`src/mco_pkg.sv`:
```
package mco_pkg;

	// ------------------------------------------------------------
	// Register map
	// ------------------------------------------------------------
	localparam logic [6:0] MCO_ADDR_CTRL     = 7'h0A;
	localparam logic [7:0] MCO_CTRL_RESET    = 8'h06;
	localparam int         MCO_MCLK_LSB      = 0;
	localparam int         MCO_ENLF_BIT      = 3;
	localparam int         MCO_TAIL_LSB      = 4;
	localparam logic [7:0] MCO_CTRL_RW_MASK  = 8'h3F;

	// ------------------------------------------------------------
	// Clock options
	// ------------------------------------------------------------
	localparam int         MCO_DIV_W         = 6;
	localparam int         MCO_TAIL_W        = 10;
	localparam logic [2:0] MCO_MCLK_LF       = 3'h7;
	localparam int         MCO_XTAL_KHZ      = 30000;
	localparam int         MCO_F0_KHZ        = 30000;
	localparam int         MCO_F1_KHZ        = 15000;
	localparam int         MCO_F2_KHZ        = 10000;
	localparam int         MCO_F3_KHZ        = 4000;
	localparam int         MCO_F4_KHZ        = 3000;
	localparam int         MCO_F5_KHZ        = 2000;
	localparam int         MCO_F6_KHZ        = 1000;
	localparam int         MCO_TAIL1_CYC     = 128;
	localparam int         MCO_TAIL2_CYC     = 256;
	localparam int         MCO_TAIL3_CYC     = 512;
	localparam logic [MCO_DIV_W-1:0] MCO_LF_HALF = 6'h01;

	typedef enum logic [1:0] {MCO_SRC_XTAL, MCO_SRC_LF} mco_src_t;
	typedef enum logic [1:0] {MCO_RUN, MCO_TAIL, MCO_LFOUT, MCO_STOPPED} mco_state_t;

	// Output period in crystal edges (both edges counted)
	function automatic int mco_period_edges(input logic [2:0] sel);
		int f;
		begin
			f = MCO_F6_KHZ;
			case (sel)
				3'h0: f = MCO_F0_KHZ;
				3'h1: f = MCO_F1_KHZ;
				3'h2: f = MCO_F2_KHZ;
				3'h3: f = MCO_F3_KHZ;
				3'h4: f = MCO_F4_KHZ;
				3'h5: f = MCO_F5_KHZ;
				default: f = MCO_F6_KHZ;
			endcase
			mco_period_edges = (2 * MCO_XTAL_KHZ) / f;
		end
	endfunction

	function automatic logic [MCO_DIV_W-1:0] mco_lo_len(input logic [2:0] sel);
		mco_lo_len = MCO_DIV_W'(mco_period_edges(sel) / 2);
	endfunction

	function automatic logic [MCO_DIV_W-1:0] mco_hi_len(input logic [2:0] sel);
		mco_hi_len = MCO_DIV_W'(mco_period_edges(sel) - mco_period_edges(sel) / 2);
	endfunction

	function automatic logic [MCO_TAIL_W-1:0] mco_tail_len(input logic [1:0] t);
		begin
			mco_tail_len = '0;
			case (t)
				2'h1: mco_tail_len = MCO_TAIL_W'(MCO_TAIL1_CYC);
				2'h2: mco_tail_len = MCO_TAIL_W'(MCO_TAIL2_CYC);
				2'h3: mco_tail_len = MCO_TAIL_W'(MCO_TAIL3_CYC);
				default: mco_tail_len = '0;
			endcase
		end
	endfunction

endpackage

```
`src/mco_divider.sv`:
```
`timescale 1ns/1ps
module mco_divider
	import mco_pkg::*;
#(
	parameter int W = MCO_DIV_W
)
(
	// Clock and reset
	input  wire logic         clk,
	input  wire logic         srst,
	// Control
	input  wire logic         tick,
	input  wire logic         run,
	input  wire logic         restart,
	input  wire logic [W-1:0] hi_len,
	input  wire logic [W-1:0] lo_len,
	// Output
	output logic              level,
	output logic              done
);

	typedef struct packed {
		logic [W-1:0] cnt;
		logic [W-1:0] hi;
		logic [W-1:0] lo;
		logic         lvl;
		logic         done;
	} mco_div_t;

	mco_div_t s_q;
	mco_div_t s_d;

	always_comb
	begin
		s_d      = s_q;
		s_d.done = 1'b0;
		if (restart)
		begin
			// Restart low so a switched-in source never starts with a short high
			s_d.cnt = '0;
			s_d.lvl = 1'b0;
			s_d.hi  = hi_len;
			s_d.lo  = lo_len;
		end
		else if (tick && run)
		begin
			s_d.cnt = s_q.cnt + W'(1);
			if (s_q.lvl && (s_q.cnt + W'(1) >= s_q.hi))
			begin
				s_d.cnt = '0;
				s_d.lvl = 1'b0;
			end
			else if (!s_q.lvl && (s_q.cnt + W'(1) >= s_q.lo))
			begin
				// Ratio is picked up only at the period boundary or on restart
				s_d.cnt  = '0;
				s_d.lvl  = 1'b1;
				s_d.done = 1'b1;
				s_d.hi   = hi_len;
				s_d.lo   = lo_len;
			end
		end
	end

	always_ff @(posedge clk)
	begin
		if (srst)
		begin
			s_q     <= '0;
			s_q.hi  <= W'(1);
			s_q.lo  <= W'(1);
		end
		else
			s_q <= s_d;
	end

	assign level = s_q.lvl;
	assign done  = s_q.done;

endmodule // mco_divider

```
`src/mco_clock_out.sv`:
```
`timescale 1ns/1ps
// Overview of operation
// - Divided clocks come from the crystal.
// - Reset leaves 1 MHz on pin two.
// - Select field picks one of eight frequencies.
// - Low-frequency clock uses the selected 32k source.
// - Idle and receive output the selected frequency.
// - Crystal is switched off in sleep.
// - Sleep with low-frequency enable outputs 32k.
// - Sleep without it stops the clock.
// - Tail field adds 0/128/256/512 cycles first.
// - Pending interrupt keeps the clock running.
// - Read interrupt releases the commanded mode at the next output period boundary.
// - Watch-crystal select swaps RC for external 32k.
// - Wake-up timer interrupt re-enables the crystal.
module mco_clock_out
	import mco_pkg::*;
(
	// Clock and reset
	input  wire logic       clk,
	input  wire logic       srst,
	// Register access
	input  wire logic       reg_wr_en,
	input  wire logic       reg_rd_en,
	input  wire logic [6:0] reg_addr,
	input  wire logic [7:0] reg_wdata,
	output logic      [7:0] reg_rdata,
	// Oscillator edges, one pulse per edge, and 32k source select
	input  wire logic       xtal_edge,
	input  wire logic       lf_rc_edge,
	input  wire logic       lf_ext_edge,
	input  wire logic       external_watch_crystal_select,
	// Mode and interrupt state
	input  wire logic       mode_sleep,
	input  wire logic       interrupt_request_n,
	input  wire logic       wakeup_timer_irq,
	// Outputs
	output logic            general_io_pin_two,
	output logic            xtal_enable,
	output logic            clock_stopped
);

	// ------------------------------------------------------------
	// State
	// ------------------------------------------------------------
	typedef struct packed {
		logic [7:0]            ctrl;
		logic [7:0]            rdata;
		mco_state_t            st;
		mco_src_t              src;
		logic [MCO_TAIL_W-1:0] tail_cnt;
		logic                  wake;
		logic                  pin;
		logic                  xen;
		logic                  stopped;
		logic                  rst_x;
		logic                  rst_l;
	} mco_clk_t;

	mco_clk_t s_q;
	mco_clk_t s_d;

	logic [2:0] mclk_sel;
	logic       enlf;
	logic [1:0] tail_sel;
	logic       lf_edge;
	logic       x_level;
	logic       x_done;
	logic       l_level;
	logic       l_done;
	logic       src_done;
	logic       src_level;
	logic       sleep_eff;
	mco_src_t   want_src;

	assign mclk_sel = s_q.ctrl[MCO_MCLK_LSB +: 3];
	assign enlf     = s_q.ctrl[MCO_ENLF_BIT];
	assign tail_sel = s_q.ctrl[MCO_TAIL_LSB +: 2];

	assign lf_edge = external_watch_crystal_select ? lf_ext_edge : lf_rc_edge;

	// ------------------------------------------------------------
	// Clock generators
	// ------------------------------------------------------------
	// Integer crystal division
	mco_divider #(
		.W       (MCO_DIV_W)
	) u_xtal_div (
		.clk     (clk),
		.srst    (srst),
		.tick    (xtal_edge),
		.run     (s_q.xen),
		.restart (s_q.rst_x),
		.hi_len  (mco_hi_len(mclk_sel)),
		.lo_len  (mco_lo_len(mclk_sel)),
		.level   (x_level),
		.done    (x_done)
	);

	mco_divider #(
		.W       (MCO_DIV_W)
	) u_lf_div (
		.clk     (clk),
		.srst    (srst),
		.tick    (lf_edge),
		.run     (1'b1),
		.restart (s_q.rst_l),
		.hi_len  (MCO_LF_HALF),
		.lo_len  (MCO_LF_HALF),
		.level   (l_level),
		.done    (l_done)
	);

	assign src_done  = (s_q.src == MCO_SRC_LF) ? l_done : x_done;
	assign src_level = (s_q.src == MCO_SRC_LF) ? l_level : x_level;

	// Top code selects the low-frequency clock
	assign want_src = (mclk_sel == MCO_MCLK_LF) ? MCO_SRC_LF : MCO_SRC_XTAL;

	// Pending interrupt or wake-up holds the clock
	// Sleep waits until the host has cleared interrupts
	// Wake-up pulse acts at once, so the crystal and the clock come back together
	assign sleep_eff = mode_sleep && interrupt_request_n && !s_q.wake && !wakeup_timer_irq;

	// ------------------------------------------------------------
	// Next state
	// ------------------------------------------------------------
	always_comb
	begin
		s_d       = s_q;
		s_d.rst_x = 1'b0;
		s_d.rst_l = 1'b0;

		if (reg_wr_en && (reg_addr == MCO_ADDR_CTRL))
			s_d.ctrl = reg_wdata & MCO_CTRL_RW_MASK;
		if (reg_rd_en)
			s_d.rdata = (reg_addr == MCO_ADDR_CTRL) ? s_q.ctrl : 8'h00;

		// Wake-up event wins over its clear
		if (wakeup_timer_irq)
			s_d.wake = 1'b1;
		else if (!interrupt_request_n)
			s_d.wake = 1'b0;

		unique case (s_q.st)
			MCO_RUN:
			begin
				if (src_done)
				begin
					if (sleep_eff && enlf)
					begin
						s_d.st    = MCO_LFOUT;
						s_d.src   = MCO_SRC_LF;
						s_d.rst_l = (s_q.src != MCO_SRC_LF);
					end
					else if (sleep_eff && (mco_tail_len(tail_sel) == '0))
						s_d.st = MCO_STOPPED;
					else if (sleep_eff)
					begin
						s_d.st       = MCO_TAIL;
						s_d.tail_cnt = '0;
					end
					else if (want_src != s_q.src)
					begin
						s_d.src   = want_src;
						s_d.rst_x = (want_src == MCO_SRC_XTAL);
						s_d.rst_l = (want_src == MCO_SRC_LF);
					end
				end
			end
			MCO_TAIL:
			begin
				if (!sleep_eff)
					s_d.st = MCO_RUN;
				else if (src_done)
				begin
					s_d.tail_cnt = s_q.tail_cnt + MCO_TAIL_W'(1);
					if (s_q.tail_cnt + MCO_TAIL_W'(1) >= mco_tail_len(tail_sel))
						s_d.st = MCO_STOPPED;
				end
			end
			MCO_LFOUT:
			begin
				if (l_done && (!sleep_eff || !enlf))
				begin
					s_d.st    = sleep_eff ? MCO_STOPPED : MCO_RUN;
					s_d.src   = want_src;
					s_d.rst_x = 1'b1;
					s_d.rst_l = 1'b1;
				end
			end
			MCO_STOPPED:
			begin
				// Leave sleep as soon as allowed
				if (!sleep_eff || enlf)
				begin
					s_d.st    = sleep_eff ? MCO_LFOUT : MCO_RUN;
					s_d.src   = sleep_eff ? MCO_SRC_LF : want_src;
					s_d.rst_x = 1'b1;
					s_d.rst_l = 1'b1;
				end
			end
		endcase

		s_d.xen     = !((s_d.st == MCO_LFOUT) || (s_d.st == MCO_STOPPED)) || s_d.wake;
		s_d.stopped = (s_d.st == MCO_STOPPED);
		// Pin low while stopped or restarting
		// A stop taken at the boundary hides that rising edge, else a runt escapes
		s_d.pin     = (s_d.st == MCO_STOPPED || s_q.st == MCO_STOPPED || s_d.rst_x || s_d.rst_l ||
		               s_q.rst_x || s_q.rst_l) ? 1'b0 : src_level;
	end

	// ------------------------------------------------------------
	// Registers
	// ------------------------------------------------------------
	always_ff @(posedge clk)
	begin
		if (srst)
		begin
			s_q      <= '0;
			s_q.ctrl <= MCO_CTRL_RESET;
			s_q.st   <= MCO_RUN;
			s_q.src  <= MCO_SRC_XTAL;
			s_q.xen  <= 1'b1;
			s_q.rst_x <= 1'b1;
			s_q.rst_l <= 1'b1;
		end
		else
			s_q <= s_d;
	end

	assign reg_rdata          = s_q.rdata;
	assign general_io_pin_two = s_q.pin;
	assign xtal_enable        = s_q.xen;
	assign clock_stopped      = s_q.stopped;

endmodule // mco_clock_out

```
`config.mk`:
```
export PLATFORM = sky130hd
export DESIGN_NAME = mco_clock_out
export DESIGN_NICKNAME = d
export VERILOG_FILES = /design/src/mco_pkg.sv /design/src/mco_divider.sv /design/src/mco_clock_out.sv
export SDC_FILE = /design/constraint.sdc
export NUM_CORES = 1
export LEC_CHECK = 0
export ABC_CLOCK_PERIOD_IN_PS = 152300
export BUFFER_PORTS_ARGS = -buffer_cell sky130_fd_sc_hd__buf_2
export CORE_MARGIN = 5
export CORE_UTILIZATION = 25
export DETAILED_ROUTE_END_ITERATION = 8
export GPL_ROUTABILITY_DRIVEN = 0
export PLACE_DENSITY = 0.45
export SLEW_MARGIN = 10
export SYNTH_ARGS = -nofsm -noshare
export SYNTH_HDL_FRONTEND = slang
export SYNTH_SLANG_ARGS = --single-unit
export TNS_END_PERCENT = 20
```
`constraint.sdc`:
```
create_clock -name clk -period 152.3 [get_ports clk]
set_clock_uncertainty 0.2 [all_clocks]
set_input_delay 38.075 -clock clk [delete_from_list [all_inputs] [get_ports clk]]
set_output_delay 38.075 -clock clk [all_outputs]
set_load 0.01 [all_outputs]
```
== After elaboration in Yosys (flattened, before gate mapping) ==
Index checks and enable logic that the tools add are counted.

* Bits in registers: 62
* Output and inout bits: 11
* Bits of input ports: 26
* Logic and storage cells: 167

* Equality and inequality tests: 31
* Multiplexer cells: 56
* Reduce and logical (&&, ||, !) cells: 48
* Order comparisons: 4
* $add $sub $neg: 5
* Bitwise logic cells: 3
* Divide/modulo/power cells: 1

{| class="wikitable"
|+ Operators by type and width
! cell !! count
|-
| $mux W10 || 10
|-
| $pmux W15 S6 || 1
|-
| $mux W20 || 2
|-
| $div A17 B32 Y32 const A || 1
|-
| $mux W2 || 15
|-
| $pmux W10 S3 || 1
|-
| $mux W14 || 2
|-
| $mux W12 || 2
|-
| $pmux W10 S2 || 1
|-
| $mux W6 || 3
|-
| $ne A2 B2 Y1 const B || 9
|-
| $reduce_and A7 Y1 || 2
|-
| $mux W13 || 1
|-
| $add A6 B1 Y6 const B || 2
|-
| $eq A2 B2 Y1 const B || 6
|-
| $ge A6 B6 Y1 || 2
|-
| $logic_and A1 B1 Y1 || 12
|-
| $mux W1 || 12
|-
| $mux W4 || 3
|-
| $pmux W2 S3 || 2
|-
| $add A10 B1 Y10 const B || 1
|-
| $ge A10 B10 Y1 || 1
|-
| $logic_not A10 Y1 || 1
|-
| $reduce_bool A2 Y1 || 5
|-
| 24 further kinds || 51
|}

== Depth between registers and ports, before layout ==
Gate-level depths: netlist of the first run.

* Depth after elaboration: 20
* Gate-level depth with buffers: 315

== By module ==
A second synthesis of the first run with hierarchy kept.

* Cells, all modules: 3360
* Area total of the unflattened synthesis: 23822.8 um^2

{| class="wikitable"
|+ By module, submodules not included
! module !! cells each !! sequential area each (um^2) !! times used !! area each (um^2)
|-
| mco_clock_out || 3080 || 620.6 || 1 || 21262.9
|-
| mco_divider || 140 || 400.4 || 2 || 1280.0
|}

== Least setup slack after synthesis of the first run ==
OpenSTA, ideal clock, no wires.

* Path kind: register to register
* From: reg s_q (netlist bit mclk_sel[2])
* To: reg u_xtal_div.s_q[11] (netlist name)
* Setup slack: 94.516 ns
* Stages on the path, launching flop included: 305
* Clock period less this slack: 57.784 ns
* Arrival: 57.498 ns
* Required time: 152.014 ns
* Setup time: 0.086 ns
* Path through: dfxtp_1 > ha_1 > buf_2 > buf_1 > clkbuf_1 > clkbuf_1 > clkbuf_1 > buf_1 > nor3_1 > ha_1 > a41oi_1 > nand2_1 > and3_1 > ha_1 > o21a_1 > a31oi_1 > nor3_1 > ha_1 > (+269 left out) > nor2_1 > a21oi_1 > ha_1 > or4_1 > a21oi_1 > nand4_1 > a221oi_2 > o2111a_1 > a21oi_1 > ha_1 > ha_1 > inv_1 > ha_1 > a21o_1 > a21oi_1 > xnor2_1 > xnor2_1 > a211oi_1

* Longest elaborated chain between the ends: 10
* Elaborated cells on any way between the ends: 15
* Classes of those cells: 2 x add/sub; 1 x div; 5 x eq/ne; 5 x mux; 1 x bitwise; 1 x reduce/logical

{| class="wikitable"
|+ Ends and longest elaborated chain
! what !! line !! RTL
|-
| start: declaration || mco_clock_out.sv:60 || <nowiki>mco_clk_t s_q;</nowiki>
|-
| $eq A3 B3 Y1, or another cell as far along || mco_pkg.sv:40 || <nowiki>case (sel)</nowiki>
|-
| $pmux W15 S6 * || mco_pkg.sv:40 ||
|-
| $div A17 B32 Y32 * || mco_pkg.sv:49 || <nowiki>mco_period_edges = (2 * MCO_XTAL_KHZ) / f;</nowiki>
|-
| $and A1 B1 Y1 (no line) || n/a ||
|-
| $add A6 B1 Y6 (no line) || n/a ||
|-
| $sub A6 B6 Y6 * || mco_pkg.sv:58 || <nowiki>mco_hi_len = MCO_DIV_W'(mco_period_edges(sel) - mco_period_edges(sel) / 2);</nowiki>
|-
| $mux W20 || mco_divider.sv:53 || <nowiki>else if (!s_q.lvl && (s_q.cnt + W'(1) >= s_q.lo))</nowiki>
|-
| $mux W12 || mco_divider.sv:48 || <nowiki>if (s_q.lvl && (s_q.cnt + W'(1) >= s_q.hi))</nowiki>
|-
| $mux W14 || mco_divider.sv:45 || <nowiki>else if (tick && run)</nowiki>
|-
| $mux W13 * || mco_divider.sv:37 || <nowiki>if (restart)</nowiki>
|-
| end: declaration || mco_divider.sv:30 || <nowiki>mco_div_t s_q;</nowiki>
|}

Every way passes the cells marked *; elsewhere a longest branch is shown, timed or not. The select of a mux whose other input is x is not followed.
A chain may end at the register's enable or synchronous reset.

== Final worst setup path of the first run ==
Ends and elaborated chain as after synthesis.

==> results of run 1 <==
[sequential cells by signal, summed over array words and instances, names as in the netlist]
register            cells
general_io_pin_two      1
clock_stopped           1
u_xtal_div.level        1
mclk_sel                3
u_lf_div.done           1
enlf                    1
u_xtal_div.done         1
u_lf_div.level          1
u_xtal_div.s_q         18
reg_rdata               6
s_q                    18
u_lf_div.s_q            6
xtal_enable             1
[cell usage after synthesis (all sizes together) (9+ instances only)]
master   instances  area, µm²
nor2b           56        350
o31a            12        105
nand2          222        836
o21ai          182        911
nand3b          10       75.1
a31oi           44        282
nand4           28        175
a22oi           17        133
mux2            33        375
nor2           264       1010
and4            11       96.3
a211oi          29        245
and3            29        181
nor3            75        413
o211ai          22        175
a21o           101        758
nand2b          59        369
nor3b           10       80.1
xor2            57        507
a2111oi         13        191
xnor2          111        987
a41oi           11       96.3
a221o           11        110
inv             62        233
or3             32        210
and2            34        214
mux2i           27        274
a211o           18        158
nor4            19        140
or2             23        144
o31ai           18        154
buf             38        208
ha             243       3040
dfxtp           59       1180
clkbuf          72        270
o22ai            9       56.3
o21a            44        330
o21bai          10       75.1
nand3           59        300
a21oi          220       1110
[final cells by class]
class                      instances  area [µm²]
clock buffer                      10         239
clock inverter                     6        65.1
fill                            7775       51000
inverter                          63         236
multi-input combinational       2299       16000
sequential                        59        1180
tap                              940        1180
timing repair buffer              70         445
[kinds of logic after synthesis]
family          count (synthesis)
buf+inv                       173
flops                          59
xor+xnor                      168
simple gates                  960
fa+ha+maj                     244
other cells                     2
mux                            60
compound gates                858
[worst max-delay path: cells and delay by family (launching register included)]
family,cells,cell delay (ns)
fa+ha+maj,30,9.39
mux,4,1.31
compound gates,137,32.80
flops,1,0.56
xor+xnor,3,0.44
buf+inv,13,2.56
simple gates,93,20.30
[layer usage]
metal / GRT usage / share of wire / vias to the layer above
met5: 0 / 0 / -
met3: 0.0164 / 0.050 / 104
met2: 0.260 / 0.44 / 547
li1: - / - / 9418
met4: 0.0392 / 0.026 / 0
met1: 0.227 / 0.48 / 9029
[through the flow]
step,util,instance area [µm²]
CTS,0.275,19400
global placement,0.271,19000
finish,0.275,19400
global route,0.275,19400
floorplan,-,17800
detailed placement,0.271,19000
[path summary, 6_finish.rpt]
| kind | start | end | cells past startpoint |
|---|---|---|---|
| setup / recovery | mclk_sel[2]$_SDFFE_PP1P_ | u_xtal_div.s_q[11]$_SDFFE_PP0P_ | 280 |
| setup reg to reg | mclk_sel[2]$_SDFFE_PP1P_ | u_xtal_div.s_q[11]$_SDFFE_PP0P_ | 280 |
| hold reg to reg | u_xtal_div.s_q[9]$_SDFFE_PP0P_ | u_xtal_div.s_q[9]$_SDFFE_PP0P_ | 2 |
| hold / removal | u_xtal_div.s_q[9]$_SDFFE_PP0P_ | u_xtal_div.s_q[9]$_SDFFE_PP0P_ | 2 |
[cells in the final DEF (no fill, tap or decap), types with 17 or more instances in the layout]
cell type	instances
and2_1	33
a211o_1	18
xor2_1	56
a31oi_1	42
and3_1	29
o21a_1	44
nand2_1	221
o211ai_1	20
o21ai_0	166
buf_4	38
a211oi_1	25
nor2_1	260
nand4_1	28
nand3_1	58
a21oi_1	217
a21o_1	101
inv_1	59
ha_1	241
nor4_1	17
buf_2	32
dfxtp_1	59
nor3_1	67
mux2i_1	26
xnor2_1	109
nand2b_1	59
or3_1	30
or2_2	22
mux2_2	28
nor2b_1	56
==> impl_results.md, run 1 <==
- Status: complete, no violations
- Sequential area share after synthesis: 0.0663
- Pre-CTS setup slack: around 85 ns
- Htree depth: 3
- Synth Area in Simple Gates: 0.273
- Synthesized flop and latch total: 59
- Area growth syn-to-layout: 8.68%
- Compound-Gate Fraction of Synth Area: 0.328
- Setup WS post-layout: around 85 ns
- Post-route insts no fill: 3447
- Rows: 97
- CTS tree: yes
- WP data required: around 150 ns
- EDFF count, synth: 0
- Core area: a little over 70000 µm²
- Initial antenna violation count: 0
- Starting Density: 0.253
- DR vias/cell: ~5.5
- Hold Slack: about 0.25 ns
- Least-Margin Pin Slew: roughly 1.1 ns
- Worst Hold Class: flop to flop
- CTS Root Cell: clkbuf_16
- Clock slew at reported path FFs: 0.05 ns
- Slew headroom: 0.291
- Postcts setup bufs: 0
- Fin crit period: ~68 ns
- Wire per inst: 18.9 µm
- Main flop type after synthesis: dfxtp_1
- DIE AREA: between 70000 and 80000 µm²
- Critical Path Max Stage Delay: 0.72 ns
- Warnings from Yosys: 0
- Max-cap violations: 0
- Vias in the first global route: roughly 18000
- Global-route wire length before repair: 103000 µm
- Multiplexer area fraction after synthesis: 0.0365
- Largest family of logic cells by synthesized area: compound AO/OA/AOI/OAI gates
- IO Count: 37
- Synth unique cells: 116
- Post-cts resize count: 0
- Mapped cell area: 17800 µm²
- Fraction of registers with async set or reset after synthesis: 0
- Worst Path Arrival: a little under 70 ns
- Worst skew pair latency: around 0.32 ns
- Num Clock Sinks: between 50 and 60
- Largest net degree at the start of global routing: 46
- Placed Instances: 3431
- Chip Height: between 200 and 300 µm
- 1st-pass router iterations: 7
- Final net count: approximately 2800
- DR iter-0 viols: 1532
- Slowest cell on the critical path: nor4_1
- Synth Area in XOR/XNOR: 0.0839
- Final period util: 0.445
- Post-CTS Hold Buffers: 0
- Die X-Extent: roughly 280 µm
- Via count: 19100
- N_diodes: 0
- Crit path kind: flop to flop
- PortBufs: 32
- Grt total ovfl: 0
- Unrepaired setup endpoints after global routing: false
- R2r setup slk: approximately 85 ns
- Most used cell, CP: ha_1
- Post-Synthesis Cells: 2524
- Inserted Clock Buffers: 9
- WL final: approximately 65000 µm
- Clock buffer depth: 2
- Endpoint class of the critical path: flop
- TNS Setup: 0 ns
- Slew Limit Fails: 0
- Startpoint types: flop
- DRC viols: 0
- Ratio of cells with drive above 1 in the final layout: 0.0806
- Routed Antenna Nets: 0
- Syn Area/Cell: between 7 and 8 µm²
- Setup violators final: 0
- Total GRT Usage: 0.160
- Max FO, Critical Path: 36
- Final hold violations: 0
- Post-Synth Adder-Cell Area: 0.172
- Max Clk Rate: between 10 and 15 MHz
- Post-DP HPWL: just under 50000 µm
Power of run 1 is left out: the tool's default activity adds up to more than one toggle a clock period on the data nets, which glitch-free logic cannot reach.
==> run 2: changes to the inputs <==
ABC_CLOCK_PERIOD_IN_PS = 66300   (was 152300)
clock period = 66.3 ns   (was 152.3 ns; I/O delays follow)
==> run 2 against run 1 <==
Net effect: die area stayed put; setup slack worse by 80 ns; non-clock buffer count is 26 higher; sequential share of layout area is 0.13 points lower; utilization is 0.58 points higher; cell count is 0.75% higher; first-iteration DRC count is 6.7% lower; critical path depth is 6 higher; maximum frequency is 9.5% higher; largest cell class unchanged.
==> impl_results.md, run 2 (same netlist as run 1, synthesis figures left out) <==
- Hold Slack: 0.251 ns (-0.00401 ns)
- DP Area: 19200 µm² (+0.83%)
- Endpoint class of the critical path: flop
- Commonest cells after routing, fill and taps aside: 255 x nor2_1, 240 x ha_1, 218 x nand2_1
- DIE AREA: 76700 µm² (unchanged)
- Max-cap violations: 0 (unchanged)
- Setup violators final: 0 (unchanged)
- Inserted Clock Buffers: 9 (unchanged)
- Post-DP HPWL: 49500 µm (+0.98%)
- Total GRT Usage: 0.159 (-0.000569)
- Slew headroom: 0.275 (-0.0161)
- Starting Density: 0.253 (unchanged)
- Hold Path Stages: 2 (unchanged)
- Slowest cell on the critical path: or4_1
- Post-CTS Hold Buffers: 0 (unchanged)
- Final hold violations: 0 (unchanged)
- Max FO, Critical Path: 36 (unchanged)
- Critical Path Max Stage Delay: 0.55 ns (-0.17 ns)
- Status: complete, no violations
- PortBufs: 32 (unchanged)
- Area growth syn-to-layout: 11.0%
- Num Clock Sinks: 59 (unchanged)
- Htree depth: 3 (unchanged)
- Wire per inst: 18.8 µm (-0.57%)
- Worst Hold Class: flop to flop
- Grt total ovfl: 0 (unchanged)
- Routed Antenna Nets: 0 (unchanged)
- Fin crit period: 61.92 ns (-5.86 ns)
- Least-Margin Pin Slew: 1.06 ns (-0.00325 ns)
- Slew Limit Fails: 0 (unchanged)
- Final period util: 0.934 (+0.489)
- Placed Instances: 3452 (+0.61%)
- FILL cells: 7765 (-0.13%)
- Final net count: 2798 (+0.94%)
- Rows: 97 (unchanged)
- DR vias/cell: 5.59 (+0.88%)
- Fin area: 19800 µm² (+2.1%)
- Vias in the first global route: 18400 (-0.41%)
- WP data required: 66.35 ns (-85.99 ns)
- DR iter-0 viols: 1429 (-6.7%)
- Regs by FF count: s_q x18, u_xtal_div.s_q x18
- Chip Height: 277 µm (unchanged)
- 1st-pass router iterations: 5 (-2)
- WL final: 65200 µm (+0.18%)
- Startpoint types: flop
- IO Count: 37 (unchanged)
- CTS Root Cell: clkbuf_16
- Die X-Extent: 277 µm (unchanged)
- Ratio of cells with drive above 1 in the final layout: 0.0999 (+0.0193)
- DRC viols: 0 (unchanged)
- N_diodes: 0 (unchanged)
- Clock buffer depth: 2 (unchanged)
- Initial antenna violation count: 0 (unchanged)
- Core area: 70400 µm² (unchanged)
- CTS tree: yes
- Via count: 19400 (+1.6%)
- Clock slew at reported path FFs: 0.06 ns (about the same)
- Max Clk Rate: 16.2 MHz (+9.5%)
- Post-route insts no fill: 3473 (+0.75%)
- Cells on worst reg2reg path: 286 (+2.1%)
- Largest net degree at the start of global routing: 46 (unchanged)
- Worst skew pair latency: 0.33 ns (about the same)
- Crit path kind: flop to flop
- Most common cell after layout, fill and taps aside: nor2_1
- Global-route wire length before repair: 103000 µm (about the same)
- Worst Path Arrival: 61.96 ns (-5.85 ns)
-- run 2: cell count changes in the layout (fill, tap and decap cells not counted), moves of 3 or more --
cell / before / now
nor2_1: 260 / 255
nand2_1: 221 / 218
nand2_2: 1 / 4
nor2_2: 2 / 5
buf_4: 38 / 64
-- run 2: path summary, 6_finish.rpt --
kind / end / slack, ns / from
min: u_xtal_div.s_q[13]$_SDFFE_PP0P_ / 0.25 / u_xtal_div.s_q[13]$_SDFFE_PP0P_
max: u_xtal_div.s_q[11]$_SDFFE_PP0P_ / 4.38 / mclk_sel[1]$_SDFFE_PP1P_
min reg2reg: u_xtal_div.s_q[13]$_SDFFE_PP0P_ / 0.25 / u_xtal_div.s_q[13]$_SDFFE_PP0P_
max reg2reg: u_xtal_div.s_q[11]$_SDFFE_PP0P_ / 4.38 / mclk_sel[1]$_SDFFE_PP1P_
-- run 2: repair_timing --
action | in CTS | in global routing
setup buffers | 0 | 5
gates resized for setup | 0 | 36
endpoints found under the setup margin | 0 | 9
-- run 2: critical path: cells and delay by family (launching register included) --
kind	cells	cell delay, ns
AOI/OAI and AO/OA	145	31.68
xor gates and xnor gates	2	0.25
adders and majority gates	30	9.09
buffers and inverters	16	2.72
DFF	1	0.31
muxes	4	1.32
and+or+nand+nor	89	16.15
-- run 2: layout make-up --
type / count / area, µm² / share of cell area
tap: 940 / 1180 / 0.0595
multi-input combinational: 2299 / 16200 / 0.819
clock inverter: 7 / 124 / 0.00627
sequential: 59 / 1180 / 0.0598
clock buffer: 9 / 225 / 0.0114
inverter: 63 / 236 / 0.0120
timing repair buffer: 96 / 641 / 0.0324
-- run 2: metrics by stage --
step / utilization / setup WS (ns) / setup TNS [ns]
floorplan: - / 8.52 / 0
global placement: 0.273 / 1.98 / 0
detailed placement: 0.273 / 1.47 / 0
CTS: 0.278 / 1.23 / 0
global route: 0.281 / -0.0330 / -0.0330
finish: 0.281 / 4.38 / 0
-- run 2: per-layer routing --
metal	share of wire	track usage	routed length (µm)	vias up
li1	-	-	-	9451
met1	0.50	0.232	32300	9328
met2	0.44	0.261	28700	554
met3	0.047	0.0104	3070	79
met4	0.017	0.0292	1080	0
met5	0	0	0	-
Power of run 2 is left out for the same reason.
